<file path="src/sync_seq_map.svh">
// offsets, field positions, reset values and timing counts for the startup/sync link
`ifndef SYNC_SEQ_MAP_SVH
`define SYNC_SEQ_MAP_SVH
// ==========================================================================
// device register indices
`define IO_CFG_ADDR        5'h1A
`define SYNC_CTRL_ADDR     5'h05
`define SYNC_SEL_A_ADDR    5'h16
`define SYNC_SEL_B_ADDR    5'h17
`define SHADOW_FIRST_ADDR  5'h06
`define SHADOW_LAST_ADDR   5'h0D
// ==========================================================================
// fields and reset values
`define IO_CFG_MODE_LSB    0
`define IO_CFG_MODE_REQ    2'h2
`define IO_CFG_RESET       8'h00
`define SYNC_CTRL_SW_BIT   0
`define SYNC_CTRL_MODE_LSB 1
`define SYNC_SEL_SRC_LSB   0
`define SYNC_SEL_RESET     8'h00
// ==========================================================================
// timing
`define RESET_LOW_NS       25
`define CLK_PERIOD_NS      4
`define RESET_LOW_CYC      ((`RESET_LOW_NS + `CLK_PERIOD_NS - 1) / `CLK_PERIOD_NS)
`define CLK_SETTLE_CYC     16
// ==========================================================================
// host command register indices
`define HOST_CTRL_ADDR     4'h0
`define HOST_STAT_ADDR     4'h1
`define HOST_WADDR_ADDR    4'h2
`define HOST_WDATA_ADDR    4'h3
`endif

</file>
<file path="src/sync_seq_pkg.sv">
// types used by the device end of the startup/sync link
`default_nettype none
package sync_seq_pkg;
  typedef enum logic [1:0] {SRC_TXGATE, SRC_STROBE, SRC_SOFT, SRC_NONE} sync_src_t;
  typedef enum logic [1:0] {CLK_EXTERNAL, CLK_DUAL_ASYNC, CLK_DUAL_SYNC, CLK_RSVD} clk_mode_t;
endpackage
`default_nettype wire

</file>
<file path="src/sync_seq_if.sv">
// link between host sequencer and device: reset, clock gate, register port, sync pins
`timescale 1ns/1ns
`default_nettype none
interface sync_seq_if;
  logic       reset_low_pin;
  logic       sample_clock_en;
  logic       reg_wr;
  logic [4:0] reg_addr;
  logic [7:0] reg_wdata;
  logic       transmit_gate_pin;
  logic       align_strobe_pin;
  logic       data_valid;
  logic       dev_ready;
  modport host (output reset_low_pin, sample_clock_en, reg_wr, reg_addr, reg_wdata,
                output transmit_gate_pin, align_strobe_pin, data_valid, input dev_ready);
  modport dev  (input reset_low_pin, sample_clock_en, reg_wr, reg_addr, reg_wdata,
                input transmit_gate_pin, align_strobe_pin, data_valid, output dev_ready);
endinterface
`default_nettype wire

</file>
<file path="src/sync_src_pick.sv">
// sync source selection and edge detection for the device
`timescale 1ns/1ns
`default_nettype none
module sync_src_pick (
  // clock and reset
  input  wire logic                  ref_clk,
  input  wire logic                  rst,
  // sources
  input  wire sync_seq_pkg::sync_src_t sel,
  input  wire logic                  tx_gate,
  input  wire logic                  strobe,
  input  wire logic                  soft_pulse,
  // event
  output logic                       sync_event
);
  logic tx_q_r, tx_q_nxt, st_q_r, st_q_nxt;

  always_comb begin
    tx_q_nxt = tx_gate;
    st_q_nxt = strobe;
    case (sel)
      sync_seq_pkg::SRC_TXGATE: sync_event = tx_gate & ~tx_q_r;
      sync_seq_pkg::SRC_STROBE: sync_event = strobe & ~st_q_r;
      sync_seq_pkg::SRC_SOFT:   sync_event = soft_pulse;
      default:                  sync_event = 1'b0;
    endcase
  end

  always_ff @(posedge ref_clk or posedge rst) begin
    if (rst) begin
      tx_q_r <= 1'b0;
      st_q_r <= 1'b0;
    end else begin
      tx_q_r <= tx_q_nxt;
      st_q_r <= st_q_nxt;
    end
  end
endmodule // sync_src_pick
`default_nettype wire

</file>
<file path="src/dac_sync_device.sv">
// device end: configuration registers, shadow transfer on sync, aligned output latency
// Behaviour
// - host holds reset low at least 25 ns
// - host waits for stable clock before programming
// - host writes io config low bits 10
// - io config low bits reset to 00
// - host syncs after programming, then sends data
// - sync source chosen by select registers
// - shadow registers copy to active on sync
// - system syncs all devices together
// - multi-device sync uses pins, not software
// - async clock modes align within one cycle
// - dual sync clock mode gives constant latency
`timescale 1ns/1ns
`default_nettype none
`include "sync_seq_map.svh"
module dac_sync_device #(
  parameter int SHADOW_N = `SHADOW_LAST_ADDR - `SHADOW_FIRST_ADDR + 1
) (
  // clock and reset
  input  wire logic        ref_clk,
  input  wire logic        rst,
  // link
  sync_seq_if.dev          lnk,
  // user side
  output logic [7:0]       active_cfg [SHADOW_N],
  output logic [7:0]       io_cfg,
  output logic             cfg_ok,
  output logic             sync_seen,
  output logic             out_valid,
  output logic [1:0]       out_skew
);
  // ========================================================================
  // parameter check
  // the shadow window is fixed by the register map, so only one size works
  if (SHADOW_N != `SHADOW_LAST_ADDR - `SHADOW_FIRST_ADDR + 1) begin : g_bad_shadow_n
    $error("SHADOW_N must match the shadow range");
  end

  // ========================================================================
  // registers
  localparam int IDX_W = $clog2(SHADOW_N);

  logic [7:0] io_cfg_r,   io_cfg_nxt;
  logic [7:0] sel_a_r,    sel_a_nxt;
  logic [7:0] sel_b_r,    sel_b_nxt;
  logic [7:0] mode_r,     mode_nxt;
  logic [7:0] pend_r      [SHADOW_N];
  logic [7:0] pend_nxt    [SHADOW_N];
  logic [7:0] act_r       [SHADOW_N];
  logic [7:0] act_nxt     [SHADOW_N];
  logic       soft_r,     soft_nxt;
  logic       seen_r,     seen_nxt;
  logic       ok_r,       ok_nxt;
  logic       valid_r,    valid_nxt;
  logic [1:0] skew_r,     skew_nxt;
  logic [1:0] phase_r,    phase_nxt;
  logic       in_reset;
  logic       wr_ok;
  logic       sync_event;
  sync_seq_pkg::sync_src_t src;

  function automatic logic in_shadow(input logic [4:0] a);
    in_shadow = (a >= `SHADOW_FIRST_ADDR) && (a <= `SHADOW_LAST_ADDR);
  endfunction

  // slot of a register index inside the shadow window
  function automatic logic [IDX_W-1:0] shadow_idx(input logic [4:0] a);
    logic [4:0] off;
    off        = a - `SHADOW_FIRST_ADDR;
    shadow_idx = off[IDX_W-1:0];
  endfunction

  // device is held while its reset pin is low
  assign in_reset = ~lnk.reset_low_pin;
  // a write without a running sample clock never reaches the device flops;
  // the host has to start the clock first
  assign wr_ok    = lnk.reg_wr & lnk.sample_clock_en;
  // select a picks the source unless b overrides with a nonzero code
  assign src = (sel_b_r[1:0] != 2'h0) ? sync_seq_pkg::sync_src_t'(sel_b_r[1:0] - 2'h1)
                                      : sync_seq_pkg::sync_src_t'(sel_a_r[1:0]);

  // ========================================================================
  // sync source
  sync_src_pick u_pick (
    .ref_clk    (ref_clk),
    .rst        (rst),
    .sel        (src),
    .tx_gate    (lnk.transmit_gate_pin),
    .strobe     (lnk.align_strobe_pin),
    .soft_pulse (soft_r),
    .sync_event (sync_event)
  );

  // ========================================================================
  // register file and shadow copy
  always_comb begin
    io_cfg_nxt = io_cfg_r;
    sel_a_nxt  = sel_a_r;
    sel_b_nxt  = sel_b_r;
    mode_nxt   = mode_r;
    pend_nxt   = pend_r;
    act_nxt    = act_r;
    soft_nxt   = 1'b0;
    seen_nxt   = seen_r;
    // shadow contents survive the link reset; only live settings clear
    if (in_reset) begin
      io_cfg_nxt = `IO_CFG_RESET;
      sel_a_nxt  = `SYNC_SEL_RESET;
      sel_b_nxt  = `SYNC_SEL_RESET;
      mode_nxt   = 8'h00;
      seen_nxt   = 1'b0;
    end else begin
      if (wr_ok) begin
        case (lnk.reg_addr)
          `IO_CFG_ADDR:     io_cfg_nxt = lnk.reg_wdata;
          `SYNC_SEL_A_ADDR: sel_a_nxt  = lnk.reg_wdata;
          `SYNC_SEL_B_ADDR: sel_b_nxt  = lnk.reg_wdata;
          `SYNC_CTRL_ADDR: begin
            mode_nxt = lnk.reg_wdata;
            soft_nxt = lnk.reg_wdata[`SYNC_CTRL_SW_BIT];
          end
          default: begin
            if (in_shadow(lnk.reg_addr))
              pend_nxt[shadow_idx(lnk.reg_addr)] = lnk.reg_wdata;
          end
        endcase
      end
      // a write landing with the sync is carried into the copy as well
      if (sync_event) begin
        act_nxt  = pend_nxt;
        seen_nxt = 1'b1;
      end
    end
    // registered so the mode flag cannot glitch while a write lands
    ok_nxt = (io_cfg_nxt[`IO_CFG_MODE_LSB +: 2] == `IO_CFG_MODE_REQ);
  end

  always_ff @(posedge ref_clk or posedge rst) begin
    if (rst) begin
      io_cfg_r <= `IO_CFG_RESET;
      sel_a_r  <= `SYNC_SEL_RESET;
      sel_b_r  <= `SYNC_SEL_RESET;
      mode_r   <= 8'h00;
      soft_r   <= 1'b0;
      seen_r   <= 1'b0;
      ok_r     <= 1'b0;
      for (int i = 0; i < SHADOW_N; i++) begin
        pend_r[i] <= 8'h00;
        act_r[i]  <= 8'h00;
      end
    end else begin
      io_cfg_r <= io_cfg_nxt;
      sel_a_r  <= sel_a_nxt;
      sel_b_r  <= sel_b_nxt;
      mode_r   <= mode_nxt;
      soft_r   <= soft_nxt;
      seen_r   <= seen_nxt;
      ok_r     <= ok_nxt;
      pend_r   <= pend_nxt;
      act_r    <= act_nxt;
    end
  end

  // ========================================================================
  // output alignment: a free phase counter models the fifo crossing
  // in async modes the first output lands on the phase seen at sync, up to
  // one cycle late; dual sync mode pins it to zero skew
  always_comb begin
    phase_nxt = phase_r + 2'h1;
    valid_nxt = seen_r & lnk.data_valid;
    skew_nxt  = skew_r;
    if (in_reset) begin
      valid_nxt = 1'b0;
      skew_nxt  = 2'h0;
    end else if (sync_event) begin
      if (sync_seq_pkg::clk_mode_t'(mode_r[`SYNC_CTRL_MODE_LSB +: 2]) == sync_seq_pkg::CLK_DUAL_SYNC)
        skew_nxt = 2'h0;
      else
        skew_nxt = {1'b0, phase_r[0]};
    end
  end

  always_ff @(posedge ref_clk or posedge rst) begin
    if (rst) begin
      phase_r <= 2'h0;
      valid_r <= 1'b0;
      skew_r  <= 2'h0;
    end else begin
      phase_r <= phase_nxt;
      valid_r <= valid_nxt;
      skew_r  <= skew_nxt;
    end
  end

  // ========================================================================
  // outputs
  // ready needs both the mode setting and a sync, so data never meets stale settings
  assign active_cfg    = act_r;
  assign io_cfg        = io_cfg_r;
  assign cfg_ok        = ok_r;
  assign sync_seen     = seen_r;
  assign out_valid     = valid_r;
  assign out_skew      = skew_r;
  assign lnk.dev_ready = seen_r & cfg_ok;
endmodule // dac_sync_device
`default_nettype wire

</file>
<file path="src/flat_wrapper.sv">
// flat-port wrapper written by rule: the top's interface ports become plain ports
module dac_sync_device_flat 
#(
  parameter int SHADOW_N = `SHADOW_LAST_ADDR - `SHADOW_FIRST_ADDR + 1
)
  (ref_clk, rst, active_cfg, io_cfg, cfg_ok, sync_seen, out_valid, out_skew, lnk_reset_low_pin, lnk_sample_clock_en, lnk_reg_wr, lnk_reg_addr, lnk_reg_wdata, lnk_transmit_gate_pin, lnk_align_strobe_pin, lnk_data_valid, lnk_dev_ready);
  sync_seq_if lnk_i ();
  input  wire logic ref_clk;
  input  wire logic rst;
  output logic [7:0] active_cfg[SHADOW_N];
  output logic [7:0] io_cfg;
  output logic cfg_ok;
  output logic sync_seen;
  output logic out_valid;
  output logic [1:0] out_skew;
  input wire logic [$bits(lnk_i.reset_low_pin)-1:0] lnk_reset_low_pin;
  input wire logic [$bits(lnk_i.sample_clock_en)-1:0] lnk_sample_clock_en;
  input wire logic [$bits(lnk_i.reg_wr)-1:0] lnk_reg_wr;
  input wire logic [$bits(lnk_i.reg_addr)-1:0] lnk_reg_addr;
  input wire logic [$bits(lnk_i.reg_wdata)-1:0] lnk_reg_wdata;
  input wire logic [$bits(lnk_i.transmit_gate_pin)-1:0] lnk_transmit_gate_pin;
  input wire logic [$bits(lnk_i.align_strobe_pin)-1:0] lnk_align_strobe_pin;
  input wire logic [$bits(lnk_i.data_valid)-1:0] lnk_data_valid;
  output wire logic [$bits(lnk_i.dev_ready)-1:0] lnk_dev_ready;
  assign lnk_i.reset_low_pin = lnk_reset_low_pin;
  assign lnk_i.sample_clock_en = lnk_sample_clock_en;
  assign lnk_i.reg_wr = lnk_reg_wr;
  assign lnk_i.reg_addr = lnk_reg_addr;
  assign lnk_i.reg_wdata = lnk_reg_wdata;
  assign lnk_i.transmit_gate_pin = lnk_transmit_gate_pin;
  assign lnk_i.align_strobe_pin = lnk_align_strobe_pin;
  assign lnk_i.data_valid = lnk_data_valid;
  assign lnk_dev_ready = lnk_i.dev_ready;
  dac_sync_device #(.SHADOW_N(SHADOW_N)) u_core (.ref_clk(ref_clk), .rst(rst), .lnk(lnk_i), .active_cfg(active_cfg), .io_cfg(io_cfg), .cfg_ok(cfg_ok), .sync_seen(sync_seen), .out_valid(out_valid), .out_skew(out_skew));
endmodule
</file>
<file path="config.mk">
export PLATFORM = sky130hd
export DESIGN_NAME = dac_sync_device_flat
export DESIGN_NICKNAME = d
export VERILOG_FILES = /design/src/sync_seq_pkg.sv /design/src/sync_seq_if.sv /design/src/sync_src_pick.sv /design/src/dac_sync_device.sv /design/src/flat_wrapper.sv
export VERILOG_INCLUDE_DIRS = /design/src
export SDC_FILE = /design/constraint.sdc
export NUM_CORES = 1
export LEC_CHECK = 0
export ABC_AREA = 1
export BUFFER_PORTS_ARGS = -buffer_cell sky130_fd_sc_hd__buf_2
export CAP_MARGIN = 20
export CORE_ASPECT_RATIO = 1.2
export CORE_MARGIN = 2
export CORE_UTILIZATION = 53
export CTS_CLUSTER_DIAMETER = 100
export DETAILED_ROUTE_END_ITERATION = 7
export GPL_ROUTABILITY_DRIVEN = 0
export PLACE_DENSITY_LB_ADDON = 0.3
export SETUP_SLACK_MARGIN = 0.02
export SLEW_MARGIN = 5
export SYNTH_ARGS = -nofsm -noshare
export SYNTH_HDL_FRONTEND = slang
export SYNTH_HIERARCHICAL = 1
export SYNTH_SLANG_ARGS = --single-unit
</file>
<file path="constraint.sdc">
create_clock -name ref_clk -period 7.5 [get_ports ref_clk]
set_input_delay 0.375 -clock ref_clk [delete_from_list [all_inputs] [get_ports ref_clk]]
set_output_delay 0.375 -clock ref_clk [all_outputs]
set_load 0.05 [all_outputs]
</file>
Yosys cells after proc, flatten, opt, wreduce, memory -nomap -nowiden. Cells that the tools add are included.

Flip-flop bits (word level): 153. Bits in latches: 0. RAM bits: 0. Memory bits (read-only): 0. Bits of input ports: 21. Output and inout port bits: 78. Word-level logic and storage cells: 97. Memories kept: 0.

Add/sub/neg operators: 3. $mul: 0. Div/mod/pow operators: 0. $lt $le $gt $ge: 4. Eq/ne operators: 14. Shifts and indexed selects: 0. Multiplexer cells: 29. Bitwise gates (word level): 8. Reductions and logical operators: 10.

Operators with widths (count): $mux W64 (3); $bwmux W64 (1); $mux W8 (4); $demux W8 S3 (1); $mux W2 (9); $eq A5 B5 Y1 const B (3); $ne A2 B1 Y1 const B (6); $reduce_and A2 Y1 (5); $mux W3 (3); $mux W1 (7); $eq A2 B2 Y1 const B (3); $and A1 B1 Y1 (5); $eq A5 B3 Y1 const B (1); $ge A5 B3 Y1 const B (1); $le A5 B4 Y1 const B (1); $ge A4 B4 Y1 const B (1); $lt A4 B1 Y1 const B (1); $not A3 Y4 (1); $reduce_or A4 Y1 (1); $pmux W1 S3 (1); $sub A3 B3 Y3 const B (1); $add A2 B1 Y2 const B (1); $eq A2 B1 Y1 const B (1); $logic_and A1 B1 Y1 (2); 4 further kinds (5).

Depth between registers and ports, before layout. Gate-level depths: netlist of run 1.

Word-level depth: 10. Gate-level depth with buffers: 11. Gate-level depth less buffers: 10.

Hierarchy. Netlist of run 1, hierarchy kept.

Modules (own cells, without submodules): dac_sync_device (instances 1, cells an instance 867, area an instance 6877.8 um2, seq. area each 3703.6 um2); sync_src_pick (instances 1, cells an instance 14, area an instance 105.1 um2, seq. area each 50.0 um2).

Worst setup path after synthesis of run 1. No wires, ideal clock.

Path type: register to register. Start: reg u_core.sel_b_r[1]. End: reg u_core.act_r, in the netlist u_core/active_cfg[0]. Setup time: 66 ps. Arrival: 1611 ps. Required time: 7434 ps. Slack: 5823 ps. Stages on the path, launching flop included: 12. Path buffers: 2. Clock period less this slack: 1677 ps. Path through: dfrtp_1 -> inv_1 -> nand2_1 -> o21ai_0 -> nor2_1 -> nand2_1 -> nand3_2 -> nand2_1 -> buf_2 -> clkbuf_1 -> nand2_1 -> nand2_1.

Cells in the longest elaborated chain, start to end: 5. Elaborated cells on any way between the ends: 8. Classes of those cells: 1 x add/sub; 2 x eq/ne; 2 x mux; 3 x reduce/logical.

Ends and longest elaborated chain: start, declared (line dac_sync_device.sv:46) `logic [7:0] sel_b_r, sel_b_nxt;`; start signal, assigned (line dac_sync_device.sv:143) `` sel_b_r <= `SYNC_SEL_RESET; ``; start signal, assigned (line dac_sync_device.sv:155) `sel_b_r <= sel_b_nxt;`; $sub A2 B1 Y2 or $reduce_bool A2 Y1 (tied branches) (line dac_sync_device.sv:80) `assign src = (sel_b_r[1:0] != 2'h0) ? sync_seq_pkg::sync_src_t'(sel_b_r[1:0] - 2'h1)`; $mux W2 (*) (line dac_sync_device.sv:80); net u_core.src[1] (line dac_sync_device.sv:61) `sync_seq_pkg::sync_src_t src;`; $eq A2 B2 Y1, or another cell as far along (line sync_src_pick.sv:21) `case (sel)`; $pmux W1 S3 (*) (line sync_src_pick.sv:21); net u_core.sync_event (line dac_sync_device.sv:60) `logic sync_event;`; $reduce_and A2 Y1 (no line) (*); end signal, assigned (line dac_sync_device.sv:161) `act_r <= act_nxt;`; end, declared (line dac_sync_device.sv:50) `logic [7:0] act_r [SHADOW_N];`.

The timed path passes the listed nets; every way through them passes the cells marked *. A chain may end at the register's enable or synchronous reset.

Final worst setup path of run 1.
Start: reg u_core.sel_b_r[1]. End: reg u_core.act_r, in the netlist u_core/active_cfg[47].

The elaborated chain is that of the path after synthesis.

==> flow_summary.toml, run 1 <==
[cells_and_area]
final.fill_count = 1120
post_route_utilization_pct = 63.9
n_antenna_cell = 0
finish.instance_area_sq_mm = 0.00817
reg_area_sq_mm = 0.00375
layout_cells_sized_above_1_pct = 15.9
nNetsFinal = 983
footprint_of_the_multi_input_gates_sq_mm = 0.00269
layout-area-overhead-vs-synth_pct = 16.9

[placement]
placement.io_buffers = 97
dpl-instance-area_sq_mm = 0.00754
dp_hpwl_um = 10200

[timing]
slew_headroom_pct = 37.7
min_period_ns = 2.22
hold_ws_ns = 0.0903
fin_skew_ns = 0.00735
fmax_ghz = 0.450
tightest_slew_ns = 0.935
count_of_final_hold_check_violations = 0
finalSetupViolations = 0
finalSetupTns_ns = 0
final.period_utilization_pct = 29.6
finalMaxSlewViolations = 0
rsz_0062_raised_after_global_routing = "false"

[synth]
synth_cell_types = 29
synth_largest_area_cell = "dfrtp_1"
dominantRegCellSynth = "dfrtp_1"
synth_warnings = 6
mappedNetlistNets = 902
synth_top_cells_by_count = "nand2_1, nand3_1, dfrtp_1"
synthDominantCellAreaShare_pct = 53.8
yosys.cell_count.top_type = "nand2_1"
post_synth_instance_area_sq_mm = 0.00698
synth_top_cells_by_area = "dfrtp_1, nand2_1, nand3_1"
synth_enable_flop_cells = 0
postSynthRegisterBits = 150
ys_seq_area_share_pct = 53.8
synth_cells = 881
syn_area_per_cell_sq_um = 7.93
postSynth.asyncResetShare_pct = 100

[floorplan]
die_area_sq_mm = 0.0141
design.core.area_sq_mm = 0.0128
starting_utilization_of_the_core_area_pct = 54.6
row_count = 45
io_pins = 99
chipWidth_um = 109
die_height_um = 130

[detailed_routing]
post-route-drc-count = 0
detail_route.wirelength_um = 17000
vias_per_cell = 5.38
wl_per_cell_um = 15.0
drt_iter0_drc = 618
drt_first_pass_iters = 8
route.vias.total = 6126
number_of_routed_nets_with_antenna_violations = 0

[critical_path]
worst_path_arrival_ns = 2.57
worst_path_largest_cell_delay_ns = 0.55
critical_path.startpoint_type = "register"
cp_max_fo = 64
worstRegToRegCells = 10
critPathRequiredTime_ns = 7.85
r2r-start = "u_core/sel_b_r[1]"
criticalPathCategory = "register to register"
critical_path.endpoint_type = "register"
worst_setup_path_startpoint = "u_core/sel_b_r[1]"
crit_path_cells = "inv_1 -> nand2_1 -> o21ai_0 -> nand3_1 -> nand3_2 -> nand2_2 -> inv_2 -> buf_4 -> nand3_1 -> nand2_1"
cp_slowest_cell = "buf_4"

[global_routing]
gr-usage-all-layers_pct = 25.8
globalRouteOverflowTotal = 0
grt_max_degree = 84
grt_first_pass_wirelength_um = 28100
first_global_vias = 5583
initial_antenna_violation_count = 0

[power]
max-vdd-ir-drop_mv = 0.198
cellPowerDensity_mw_per_mm2 = 332
design_power_total_mw = 2.71
leakagePower_nw = 4.70

[clock_tree]
tritoncts = "built"
ctsLongestPathBuffers = 2
cts-htree-levels = 4
clk_latency_ns = 0.42
clock-sinks = 150
cts_made_buffers = 17
clkTransAtPathRegs_ns = 0.05
clock_tree.root_cell = "clkbuf_16"
post_cts.resized_instances = 0

[worst_hold_path]
hold_path.startpoint = "lnk_transmit_gate_pin"
kind_of_path_behind_the_tightest_hold_check = "input port to register"
hold_path_depth = 1

[outcome]
status = "finished, final reports clean"

[flow_run]
cap_violations = 0
layout by cell type (no fill, tap or decap), types with 5 or more instances in the layout:
cell type,synthesis,routed
nand3_1,157,157
buf_4,3,5
nor2_1,10,10
dfrtp_1,150,150
o21ai_0,13,13
clkbuf_8,0,5
o211ai_1,32,32
clkbuf_16,0,17
a21oi_1,5,5
nor2_2,5,5
nand2_2,4,5
inv_1,92,91
nand2_1,354,353
buf_2,13,97
stage by stage:
step | cells | worst slack [ns]
6_report | 1138 | 5.28
5_1_grt | 1138 | 5.12
4_1_cts | 1138 | 5.30
3_5_place_dp | 1106 | 4.96
3_3_place_gp | 1106 | 5.00
2_1_floorplan | 881 | 3.15
state kept, by name, summed over array words and instances, names as in the netlist:
name	count
u_core/mode_r	2
u_core/out_skew	1
u_core/u_pick/st_q_r	1
u_core/u_pick/tx_q_r	1
u_core/pend_r	64
u_core/io_cfg	8
u_core/active_cfg	64
u_core/sel_b_r	2
u_core/out_valid	1
u_core/cfg_ok	1
u_core/sel_a_r	2
u_core/soft_r	1
u_core/sync_seen	1
u_core/phase_r	1
report_power, final:
group	switching (mW)	total [mW]	leakage, nW	internal, mW
clock	0.316	0.880	0.301	0.564
combinational	0.597	0.772	2.44	0.175
sequential	0.0859	1.06	1.96	0.972
total	0.999	2.71	4.70	1.71
cells by family (layout without fill, tap and decap cells):
family                 count (synthesis)  count (layout)  share of synthesized area (%)
AO/OA/AOI/OAI                         52              52                           4.96
buffers and inverters                136             229                           7.70
other                                  1               1                         0.0537
flip-flops                           150             150                           53.8
AND/OR/NAND/NOR                      542             542                           33.5
worst max-delay path, delay by kind of cell (launching register included):
family	cells	cell delay (ns)
compound gates	1	0.27
buf+inv	3	0.71
simple gates	6	0.73
flops	1	0.39
cell type report:
cell class | instances | share of cell area, %
Clock inverter | 8 | 1.47
Clock buffer | 23 | 6.10
Sequential cell | 150 | 46.0
Inverter | 95 | 4.43
Timing Repair Buffer | 103 | 6.53
Tap cell | 164 | 2.51
Multi-Input combinational cell | 595 | 33.0
timing repair:
item	CTS	global route
setup endpoints to repair	0	0
hold buffers	1	0
buffers inserted	0	0
endpoints found under the hold margin	2	0
worst paths after layout:
kind / end / slack, ns
max in group asynchronous: u_core/active_cfg[28] / 5.46
worst max register to register: u_core/active_cfg[47] / 5.28
min in group asynchronous: u_core/u_pick/tx_q_r / 0.40
worst max-delay path: u_core/active_cfg[47] / 5.28
worst min-delay path: u_core/u_pick/tx_q_r / 0.09
worst min register to register: u_core/phase_r[0] / 0.42
metal layers:
metal  routed length, um  part of all wire [%]  global-route usage, %  vias up
met5                   0                     0                      0        -
met4                 211                   1.2                   7.16        0
met3                 985                   5.8                   5.29       20
met2                8190                    48                   40.3      195
met1                7630                    45                   36.9     2952
li1                    -                     -                      -     2959
Note: power is estimated with default switching activity, not from simulation.
==> run 2: changes to the inputs <==
Clock period 7.5 ns to 2.1 ns, I/O delays scaled along.
==> flow_summary.toml, run 2 (same netlist as run 1, synthesis figures left out) <==
[clock_tree]
clkTransAtPathRegs_ns = 0.06
cts_made_buffers = 17
clk_latency_ns = 0.42
post_cts.resized_instances = 0
tritoncts = "built"
cts-htree-levels = 4
clock_tree.root_cell = "clkbuf_16"
clock-sinks = 150
ctsLongestPathBuffers = 2

[cells_and_area]
nNetsFinal = 994
instances_no_fill = 1147
post_route_utilization_pct = 64.8
n_antenna_cell = 0
most-common-layout-cells = "nand2_1, nand3_1, dfrtp_1, buf_2, inv_1"
most_common_cell_after_layout_fill_and_taps_aside = "nand2_1"
layout-area-overhead-vs-synth_pct = 18.6
layout_cells_sized_above_1_pct = 16.2

[power]
clock_power_share_pct = 31.7
seq_pwr_share_pct = 39.2
max-vdd-ir-drop_mv = 0.640
cell_int_power_mw = 6.07
cellPowerDensity_mw_per_mm2 = 1160
comb_power_share_pct = 29.1
design_power_total_mw = 9.63
leakagePower_nw = 4.75
net-switching-power_mw = 3.56
p_sw_share_pct = 37.0

[detailed_routing]
route.vias.total = 6172
detail_route.wirelength_um = 17400
number_of_routed_nets_with_antenna_violations = 0
wl_per_cell_um = 15.1
drt_first_pass_iters = 5
post-route-drc-count = 0
drt_iter0_drc = 566
vias_per_cell = 5.38

[critical_path]
cp_max_fo = 39
critPathRequiredTime_ns = 2.46
critical_path.startpoint_type = "register"
criticalPathCategory = "register to register"
worst_path_arrival_ns = 2.19
critical_path.endpoint_type = "register"

[floorplan]
chipWidth_um = 109
starting_utilization_of_the_core_area_pct = 54.6
design.core.area_sq_mm = 0.0128
die_height_um = 130
die_area_sq_mm = 0.0141
io_pins = 99
row_count = 45

[timing]
finalMaxSlewViolations = 0
count_of_final_hold_check_violations = 0
final.period_utilization_pct = 86.8
min_period_ns = 1.82
rsz_0062_raised_after_global_routing = "false"
slew_headroom_pct = 44.7
fin_skew_ns = 0.0182
finalSetupViolations = 0
fmax_ghz = 0.549
worst_slack_ns = 0.277
tightest_slew_ns = 0.830
finalSetupTns_ns = 0

[global_routing]
first_global_vias = 5776
initial_antenna_violation_count = 0
grt_max_degree = 149
gr-usage-all-layers_pct = 26.2
grt_first_pass_wirelength_um = 28400
globalRouteOverflowTotal = 0

[placement]
dp_slack_ns = 0.351
cells_after_dpl = 1113
placement.io_buffers = 97
dp_hpwl_um = 11000

[worst_hold_path]
kind_of_path_behind_the_tightest_hold_check = "input port to register"

[outcome]
status = "finished, final reports clean"

[flow_run]
cap_violations = 0
==> run 2: cell types whose count changed in the layout (fill, tap and decap cells not counted) <==
| cell | before | now |
|---|---|---|
| buf_12 | 0 | 4 |
| clkinv_1 | 0 | 1 |
| inv_6 | 1 | 0 |
| dlygate4sd3_1 | 1 | 5 |
| clkbuf_8 | 5 | 3 |
| inv_2 | 3 | 2 |
| buf_4 | 5 | 8 |
| clkinv_2 | 3 | 2 |
| clkinv_4 | 0 | 2 |
==> run 2: layer usage <==
metal / vias up / part of all wire (%) / track usage (%) / routed length, um
li1: 2986 / - / - / -
met1: 2936 / 44 / 36.3 / 7690
met2: 217 / 48 / 40.6 / 8390
met3: 33 / 5.6 / 5.14 / 976
met4: 0 / 1.8 / 11.0 / 320
met5: - / 0 / 0 / 0
==> run 2: stage by stage <==
stage / instance area (sq um) / hold slack (ns)
2_1_floorplan: 6990 / -0.154
3_3_place_gp: 7640 / -0.0162
3_5_place_dp: 7640 / -0.0151
4_1_cts: 8280 / 0.00576
5_1_grt: 8280 / 0.0304
6_report: 8280 / 0.0310
==> run 2: worst paths after layout <==
path | from | to | slack (ns) | cells after the start
max | u_core/sel_b_r[1] | u_core/active_cfg[7] | 0.28 | 10
min | lnk_reg_wdata[7] | u_core/pend_r[55] | 0.03 | 3
max reg2reg | u_core/sel_b_r[1] | u_core/active_cfg[7] | 0.28 | 10
min reg2reg | u_core/phase_r[0] | u_core/phase_r[0] | 0.43 | 1
max in group asynchronous | rst | u_core/active_cfg[62] | 0.99 | 4
min in group asynchronous | rst | u_core/u_pick/tx_q_r | 0.12 | 3
==> run 2: final cells by class <==
type                       instances  area (sq um)
fill                            1066          4500
sequential                       150          3750
multi-input combinational        595          2690
timing repair buffer             114           676
clock buffer                      21           470
inverter                          95           360
tap                              164           205
clock inverter                     8           125
==> run 2: repair_timing <==
action | 4_1_cts | 5_1_grt
hold buffers | 5 | 0
endpoints found under the hold margin | 154 | 0
setup buffers | 0 | 0
==> run 2: critical path, stage by stage (launching register included) <==
cell	delay, ns
dfrtp_1	0.39
inv_1	0.09
nand2_1	0.05
o21ai_0	0.28
nor2_1	0.08
nand2_1	0.09
nand3_2	0.10
nand2_2	0.10
buf_4	0.35
nand2_1	0.12
nand2_1	0.09
==> run 2: power groups by stage <==
| stage | clock [mW] | combinational (mW) | sequential [mW] |
|---|---|---|---|
| 5_1_grt | 3.23 | 3.04 | 3.85 |
| 4_1_cts | 3.11 | 2.82 | 3.78 |
| 6_report | 3.05 | 2.80 | 3.78 |
| 3_5_place_dp | 0 | 2.79 | 3.81 |
| 2_1_floorplan | 0 | 0.878 | 5.04 |
| 3_3_place_gp | 0 | 2.73 | 3.81 |
